File: config.mk
export PLATFORM = sky130hd
export DESIGN_NAME = rail_health_status_regs
export DESIGN_NICKNAME = d
export VERILOG_FILES = /design/src/rail_health_pkg.sv /design/src/rail_health_status_regs.sv
export SDC_FILE = /design/constraint.sdc
export NUM_CORES = 1
export LEC_CHECK = 0
export ABC_AREA = 1
export BUFFER_PORTS_ARGS = -buffer_cell sky130_fd_sc_hd__buf_2
export CAP_MARGIN = 20
export CORE_MARGIN = 1
export CORE_UTILIZATION = 29
export CTS_BUF_LIST = sky130_fd_sc_hd__clkbuf_4
export CTS_CLUSTER_SIZE = 30
export DETAILED_ROUTE_END_ITERATION = 10
export GPL_TIMING_DRIVEN = 1
export SLEW_MARGIN = 20
export SYNTH_ARGS = -nofsm -noshare
export SYNTH_HDL_FRONTEND = slang
export SYNTH_SLANG_ARGS = --single-unit
File: constraint.sdc
create_clock -name clk -period 2.1 [get_ports clk]
set_input_delay 0.42 -clock clk [delete_from_list [all_inputs] [get_ports clk]]
set_output_delay 0.42 -clock clk [all_outputs]
set_load 0.005 [all_outputs]
File: src/rail_health_pkg.sv
/*
 * Constants for the rail health status register bank: offsets, field masks and reset values.
 * Assumes the serial control bus front end hands the bank byte-wide register accesses.
 */
package rail_health_pkg;
    localparam int unsigned ADDR_W = 8;
    localparam int unsigned DATA_W = 8;

    // slot of each status input group in the synchroniser word
    localparam int unsigned INPUT_GROUPS = 5;
    localparam int unsigned GOOD_A_SLOT  = 0;
    localparam int unsigned GOOD_B_SLOT  = 1;
    localparam int unsigned FAULT_A_SLOT = 2;
    localparam int unsigned FAULT_B_SLOT = 3;
    localparam int unsigned HOT_SLOT     = 4;

    localparam logic [ADDR_W-1:0] RAIL_GOOD_STATUS_A_OFS = 8'hb0;
    localparam logic [ADDR_W-1:0] RAIL_GOOD_STATUS_B_OFS = 8'hb1;
    localparam logic [ADDR_W-1:0] RAIL_FAULT_FLAGS_A_OFS = 8'hb2;
    localparam logic [ADDR_W-1:0] RAIL_FAULT_FLAGS_B_OFS = 8'hb3;
    localparam logic [ADDR_W-1:0] THERMAL_HOT_FLAGS_OFS  = 8'hb5;

    // implemented bits per register; all others read zero
    localparam logic [DATA_W-1:0] GOOD_A_MASK  = 8'hbf;
    localparam logic [DATA_W-1:0] GOOD_B_MASK  = 8'h39;
    localparam logic [DATA_W-1:0] FAULT_A_MASK = 8'hbf;
    localparam logic [DATA_W-1:0] FAULT_B_MASK = 8'h19;
    localparam logic [DATA_W-1:0] HOT_MASK     = 8'h1f;

    localparam logic [DATA_W-1:0] REG_RESET    = 8'h00;
    localparam logic [DATA_W-1:0] READ_UNMAPPED = 8'h00;
endpackage

File: src/rail_health_status_regs.sv
/*
 * Status register bank: live power-good bits, sticky fault and over-temperature flags.
 * Every status input group passes a three-stage synchroniser and an agreement filter
 * before it reaches a register; reads answer one cycle after the strobe.
 * Assumes the control bus front end on clk gives one-cycle read and write strobes with an
 * address; comparator and sensor inputs are asynchronous and are synchronised here.
 * clk_en low freezes every flip-flop, the synchroniser included.
 */
`timescale 1ns/1ns
module rail_health_status_regs (
    input  wire logic                                clk,
    input  wire logic                                rst_b,
    input  wire logic                                clk_en,
    input  wire logic                                wr_stb,
    input  wire logic                                rd_stb,
    input  wire logic [rail_health_pkg::ADDR_W-1:0]  addr,
    input  wire logic [rail_health_pkg::DATA_W-1:0]  wr_data,
    input  wire logic [rail_health_pkg::DATA_W-1:0]  good_a_in,
    input  wire logic [rail_health_pkg::DATA_W-1:0]  good_b_in,
    input  wire logic [rail_health_pkg::DATA_W-1:0]  fault_a_in,
    input  wire logic [rail_health_pkg::DATA_W-1:0]  fault_b_in,
    input  wire logic [rail_health_pkg::DATA_W-1:0]  hot_in,
    output logic      [rail_health_pkg::DATA_W-1:0]  rd_data,
    output logic                                     rd_valid
);
    localparam int unsigned NIN = rail_health_pkg::INPUT_GROUPS;
    localparam int unsigned W   = rail_health_pkg::DATA_W;

    // input groups side by side, one slot of W bits each
    wire logic [NIN-1:0][W-1:0] raw;
    wire logic [NIN-1:0][W-1:0] level;

    assign raw[rail_health_pkg::GOOD_A_SLOT]  = good_a_in;
    assign raw[rail_health_pkg::GOOD_B_SLOT]  = good_b_in;
    assign raw[rail_health_pkg::FAULT_A_SLOT] = fault_a_in;
    assign raw[rail_health_pkg::FAULT_B_SLOT] = fault_b_in;
    assign raw[rail_health_pkg::HOT_SLOT]     = hot_in;

    // per group: three-stage synchroniser, then a filter that moves a bit only
    // where stages two and three agree, so a one-cycle glitch never counts
    genvar gi;
    generate
        for (gi = 0; gi < NIN; gi++) begin : g_sync
            logic [W-1:0] s1_q;
            logic [W-1:0] s2_q;
            logic [W-1:0] s3_q;
            logic [W-1:0] agree;
            logic [W-1:0] level_d;
            logic [W-1:0] level_q;

            // stage one may go metastable; only stage two reads it
            always_ff @(posedge clk or negedge rst_b) begin
                if (!rst_b) begin
                    s1_q <= rail_health_pkg::REG_RESET;
                end else if (clk_en) begin
                    s1_q <= raw[gi];
                end
            end

            // stages two and three feed the agreement filter
            always_ff @(posedge clk or negedge rst_b) begin
                if (!rst_b) begin
                    s2_q <= rail_health_pkg::REG_RESET;
                    s3_q <= rail_health_pkg::REG_RESET;
                end else if (clk_en) begin
                    s2_q <= s1_q;
                    s3_q <= s2_q;
                end
            end

            always_comb begin
                agree   = ~(s2_q ^ s3_q);
                level_d = (level_q & ~agree) | (s3_q & agree);
            end

            always_ff @(posedge clk or negedge rst_b) begin
                if (!rst_b) begin
                    level_q <= rail_health_pkg::REG_RESET;
                end else if (clk_en) begin
                    level_q <= level_d;
                end
            end

            assign level[gi] = level_q;
        end
    endgenerate

    // write decode: one strobe per writable register; the good registers take none
    logic wr_fa;
    logic wr_fb;
    logic wr_hot;

    always_comb begin
        wr_fa  = wr_stb && (addr == rail_health_pkg::RAIL_FAULT_FLAGS_A_OFS);
        wr_fb  = wr_stb && (addr == rail_health_pkg::RAIL_FAULT_FLAGS_B_OFS);
        wr_hot = wr_stb && (addr == rail_health_pkg::THERMAL_HOT_FLAGS_OFS);
    end

    // clear masks: only 1 bits of an accepted write clear a flag
    logic [W-1:0] clr_fa;
    logic [W-1:0] clr_fb;
    logic [W-1:0] clr_hot;

    // register images as the host reads them
    logic [W-1:0] good_a_d;
    logic [W-1:0] good_a_q;
    logic [W-1:0] good_b_d;
    logic [W-1:0] good_b_q;
    logic [W-1:0] fault_a_d;
    logic [W-1:0] fault_a_q;
    logic [W-1:0] fault_b_d;
    logic [W-1:0] fault_b_q;
    logic [W-1:0] hot_d;
    logic [W-1:0] hot_q;

    // live good bits follow the filtered levels both ways, no latching
    always_comb begin
        good_a_d = level[rail_health_pkg::GOOD_A_SLOT] & rail_health_pkg::GOOD_A_MASK;
        good_b_d = level[rail_health_pkg::GOOD_B_SLOT] & rail_health_pkg::GOOD_B_MASK;
    end

    // a present event re-sets its flag even in the cycle of a clear
    always_comb begin
        clr_fa    = wr_fa ? wr_data : rail_health_pkg::REG_RESET;
        fault_a_d = ((fault_a_q & ~clr_fa) | level[rail_health_pkg::FAULT_A_SLOT])
                    & rail_health_pkg::FAULT_A_MASK;
    end

    always_comb begin
        clr_fb    = wr_fb ? wr_data : rail_health_pkg::REG_RESET;
        fault_b_d = ((fault_b_q & ~clr_fb) | level[rail_health_pkg::FAULT_B_SLOT])
                    & rail_health_pkg::FAULT_B_MASK;
    end

    // only the five sensor bits exist; the rest read zero
    always_comb begin
        clr_hot = wr_hot ? wr_data : rail_health_pkg::REG_RESET;
        hot_d   = ((hot_q & ~clr_hot) | level[rail_health_pkg::HOT_SLOT])
                  & rail_health_pkg::HOT_MASK;
    end

    always_ff @(posedge clk or negedge rst_b) begin
        if (!rst_b) begin
            good_a_q <= rail_health_pkg::REG_RESET;
        end else if (clk_en) begin
            good_a_q <= good_a_d;
        end
    end

    always_ff @(posedge clk or negedge rst_b) begin
        if (!rst_b) begin
            good_b_q <= rail_health_pkg::REG_RESET;
        end else if (clk_en) begin
            good_b_q <= good_b_d;
        end
    end

    always_ff @(posedge clk or negedge rst_b) begin
        if (!rst_b) begin
            fault_a_q <= rail_health_pkg::REG_RESET;
        end else if (clk_en) begin
            fault_a_q <= fault_a_d;
        end
    end

    always_ff @(posedge clk or negedge rst_b) begin
        if (!rst_b) begin
            fault_b_q <= rail_health_pkg::REG_RESET;
        end else if (clk_en) begin
            fault_b_q <= fault_b_d;
        end
    end

    always_ff @(posedge clk or negedge rst_b) begin
        if (!rst_b) begin
            hot_q <= rail_health_pkg::REG_RESET;
        end else if (clk_en) begin
            hot_q <= hot_d;
        end
    end

    // read mux: pure selection, nothing changes on a read
    logic [W-1:0] rd_data_d;

    always_comb begin
        unique case (addr)
            rail_health_pkg::RAIL_GOOD_STATUS_A_OFS: rd_data_d = good_a_q;
            rail_health_pkg::RAIL_GOOD_STATUS_B_OFS: rd_data_d = good_b_q;
            rail_health_pkg::RAIL_FAULT_FLAGS_A_OFS: rd_data_d = fault_a_q;
            rail_health_pkg::RAIL_FAULT_FLAGS_B_OFS: rd_data_d = fault_b_q;
            rail_health_pkg::THERMAL_HOT_FLAGS_OFS:  rd_data_d = hot_q;
            default:                                 rd_data_d = rail_health_pkg::READ_UNMAPPED;
        endcase
    end

    // read answer stands for exactly one cycle after the strobe
    always_ff @(posedge clk or negedge rst_b) begin
        if (!rst_b) begin
            rd_valid <= 1'b0;
        end else if (clk_en) begin
            rd_valid <= rd_stb;
        end
    end

    // read data holds until the next read is taken
    always_ff @(posedge clk or negedge rst_b) begin
        if (!rst_b) begin
            rd_data <= rail_health_pkg::REG_RESET;
        end else if (clk_en && rd_stb) begin
            rd_data <= rd_data_d;
        end
    end
endmodule

==> results list <==
- Compared with the post-synthesis result, the final layout area differs by 14.9%.
* Final setup skew: 0.0129 ns
- Fin crit period: 1.48 ns
- The number of max-slew violations in the final report was 0.
* Number of violations of the max-capacitance limit: 0
- Post-cts repair resize count: 0
- Data on the critical path is required at its endpoint by 1.68 ns.
* Number of levels in the clock H-tree: 4
- At the pin with the least slew margin, the transition time is 0.536 ns.
- Share of post-route cells with drive strength above 1: 14.2%
- Number of detailed-route iterations in the first pass: 5
* FFs w/ async S/R, synth: 100%
* Chip Height: 142 µm
* Final cycle utilization of the critical path: 70.5%
- Post-route non-filler standard cell count: 983
- Synth Warn #: 0
- Syn_area_per_cell: 8.62 µm²
- In the layout the commonest cells are 271 x sky130_fd_sc_hd__nand2_1, 138 x sky130_fd_sc_hd__dfrtp_1, 51 x sky130_fd_sc_hd__buf_2.
- In the routed design, unresolved DRC markers number 0.
* Kind of launch point of the worst setup path: flip-flop
* Number of register bits inferred by synthesis: 138
- CP endpoint kind: output pin
- The number of antenna violations at the first check in global routing came to 0.
- Critical-path cell list: buf_2
* Total wire length after detailed routing: 11,500 µm
* Slowest cell on crit path: sky130_fd_sc_hd__dfrtp_1
- Clock-pin slew was measured on the worst setup and hold paths at 0.11 ns.
- The tree is rooted in a sky130_fd_sc_hd__clkbuf_4.
* Peak fanout along the critical path: 2
- TritonCTS built the clock tree.
* TritonCTS Sinks: 138
- In this run, synthesis inferred 0 flip-flops with an integrated enable.
- For this block, the via count after detailed routing is 4,216.
* Starting DRT DRC Count: 285
- Headroom to the max-slew limit: 64.2%
- The number of hold buffers added after CTS was 1.
- Setup total negative slack on the finished layout was measured at 0 ns.
* Largest incremental delay on the critical path: 0.41 ns
* Core ar.: 19,000 µm²
- Data on the critical path arrives at its endpoint at 1.06 ns.
- From left edge to right edge, the die measures 142 µm.
* Clock buffer depth: 2
* Family with the most delay on the worst path: flip-flops
* Placed Cells incl. Taps: 954
- The tightest hold path in the finished design has a slack of 0.0787 ns.
- Filler instances: 2,020
- Antenna Diode Count: 0
- Entering global routing, the biggest net connects 56 pins.
* Instance count of the mapped netlist: 659
- Leading cell type in the layout, fill and taps excluded: sky130_fd_sc_hd__nand2_1
- Critical path buffer and inverter count: 1
- Critical path class: flip-flop to output pin
- Count of unique library cells instantiated by Yosys: 21
- Dividing total power by cell area gives a power density of 855 nW/µm².
* Number of nets in the finished design: 775
- Of the synthesized area, sequential elements account for 60.8%.
- The final-report hold violation count is 0.
- Worst hold path type: primary input to flip-flop
- Later-pin clock latency in the skew report: 0.53 ns
- Across every metal layer, demand over resource in global routing totals 12.8%.
- The HPWL after detailed placement is 7880 µm.
* Flip-flop cell with the highest count after synthesis: sky130_fd_sc_hd__dfrtp_1
- Setup violations remaining at the end of the flow were counted as 0.
- Once the floorplan was initialized, standard cells occupied 30.0% of the core.
- Global routing finished with a remaining overflow of 0.
- Post-synthesis net count: 720
* Post-CTS Setup Bufs: 0
- Number of placed I/O pins: 70
- Number of buffers inserted during clock tree synthesis: 17
* Setup repair after global routing missed its margin: false
* Vias in the first global route: 4,092
* Highest ir drop seen on vdd: 0.327 mV
- Area of the die: 20,100 µm²
- Summed over all cells, the static leakage comes to 3.36 nW.
- Run status: complete, no violations
- The first global-routing pass estimated 20,100 µm of wire.
- Timing would allow up to 675 MHz.
- Routability-driven placement finished with a final weighted congestion of 0.839.
* Number of rows created at floorplan: 50
* # port buffers: 53
- Via-per-instance ratio: 4.29
- After synthesis the cells add up to 5680 µm².
- The detail route stage leaves a number of antenna-violating nets equal to 0.
- Post-detailed-route wirelength per cell: 11.7 µm
==> layout make-up <==
type	instances	area (µm²)	share of cell area, %
Clock buffer	17	128	1.96
Clock inverter	11	133	2.03
Tap cell	260	325	4.98
Multi-Input combinational cell	450	1920	29.4
Inverter	43	161	2.47
Sequential cell	138	3450	52.9
Timing Repair Buffer	64	409	6.27
==> cells by family (layout without fill, tap and decap cells) <==
kind of cell / after synthesis / count (layout) / share of synthesized area [%]
AND/OR/NAND/NOR: 360 / 360 / 25.4
flip-flops: 138 / 138 / 60.8
AO/OA/AOI/OAI: 89 / 89 / 8.28
buffers and inverters: 71 / 135 / 5.42
other: 1 / 1 / 0.0660
==> worst min-delay path: stages <==
cell                      delay (ns)
sky130_fd_sc_hd__buf_2          0.07
sky130_fd_sc_hd__nand2_1        0.04
sky130_fd_sc_hd__nand2_1        0.05
==> cell usage after synthesis, types with 2 or more instances <==
library cell | n | area [µm²]
sky130_fd_sc_hd__o21ai_1 | 35 | 175
sky130_fd_sc_hd__o31ai_1 | 4 | 30.0
sky130_fd_sc_hd__dfrtp_1 | 138 | 3450
sky130_fd_sc_hd__inv_2 | 6 | 22.5
sky130_fd_sc_hd__nand2_1 | 271 | 1020
sky130_fd_sc_hd__nor2_4 | 2 | 22.5
sky130_fd_sc_hd__nor2_2 | 2 | 12.5
sky130_fd_sc_hd__buf_2 | 12 | 60.1
sky130_fd_sc_hd__nand2_2 | 4 | 25.0
sky130_fd_sc_hd__nand4_1 | 2 | 12.5
sky130_fd_sc_hd__o21ai_0 | 41 | 205
sky130_fd_sc_hd__clkbuf_1 | 11 | 41.3
sky130_fd_sc_hd__nand3_1 | 33 | 165
sky130_fd_sc_hd__buf_4 | 3 | 22.5
sky130_fd_sc_hd__buf_6 | 2 | 22.5
sky130_fd_sc_hd__inv_1 | 37 | 139
sky130_fd_sc_hd__o211ai_1 | 6 | 45.0
sky130_fd_sc_hd__a21oi_1 | 3 | 15.0
sky130_fd_sc_hd__nor2_1 | 45 | 169
==> layer usage <==
| metal | vias to the layer above | share of wire [%] | wire [µm] | track usage (%) |
|---|---|---|---|---|
| met5 | - | 0 | 0 | 0 |
| met4 | 0 | 1.5 | 174 | 5.09 |
| met3 | 13 | 4.3 | 493 | 3.73 |
| met2 | 84 | 43 | 4920 | 18.9 |
| met1 | 1931 | 52 | 5960 | 17.6 |
| li1 | 2188 | - | - | - |
==> stage by stage <==
stage | power [W] | setup slack, ns | util, % | instance area (µm²)
6_report | 0.00558 | 0.619 | 34.4 | 6530
5_1_grt | 0.00593 | 0.523 | 34.4 | 6530
4_1_cts | 0.00566 | 0.556 | 34.4 | 6530
3_5_place_dp | 0.00394 | 0.534 | 33.0 | 6260
3_3_place_gp | 0.00391 | 0.554 | 33.0 | 6260
2_1_floorplan | 0.00364 | 0.877 | - | 5680
==> power by group <==
| group | switching (W) | internal (W) |
|---|---|---|
| logic | 0.000402 | 0.000248 |
| registers | 0.000216 | 0.00300 |
| clock network | 0.000926 | 0.000783 |
| total | 0.00154 | 0.00403 |
==> worst paths after layout <==
check | startpoint | endpoint | slack (ns) | cells past startpoint
min in group asynchronous | rst_b | async pin | 0.37 | 2
max in group asynchronous | rst_b | async pin | 1.04 | 3
hold reg to reg | fault_a_q[5] | fault_a_q[5] | 0.48 | 2
setup reg to reg | hot_q[0] | rd_data[0] | 1.23 | 4
hold / removal | fault_b_in[3] | g_sync[3].s1_q[3] | 0.08 | 3
setup / recovery | rd_data[4] | rd_data[4] | 0.62 | 1
Note: power is estimated with default switching activity, not from simulation.
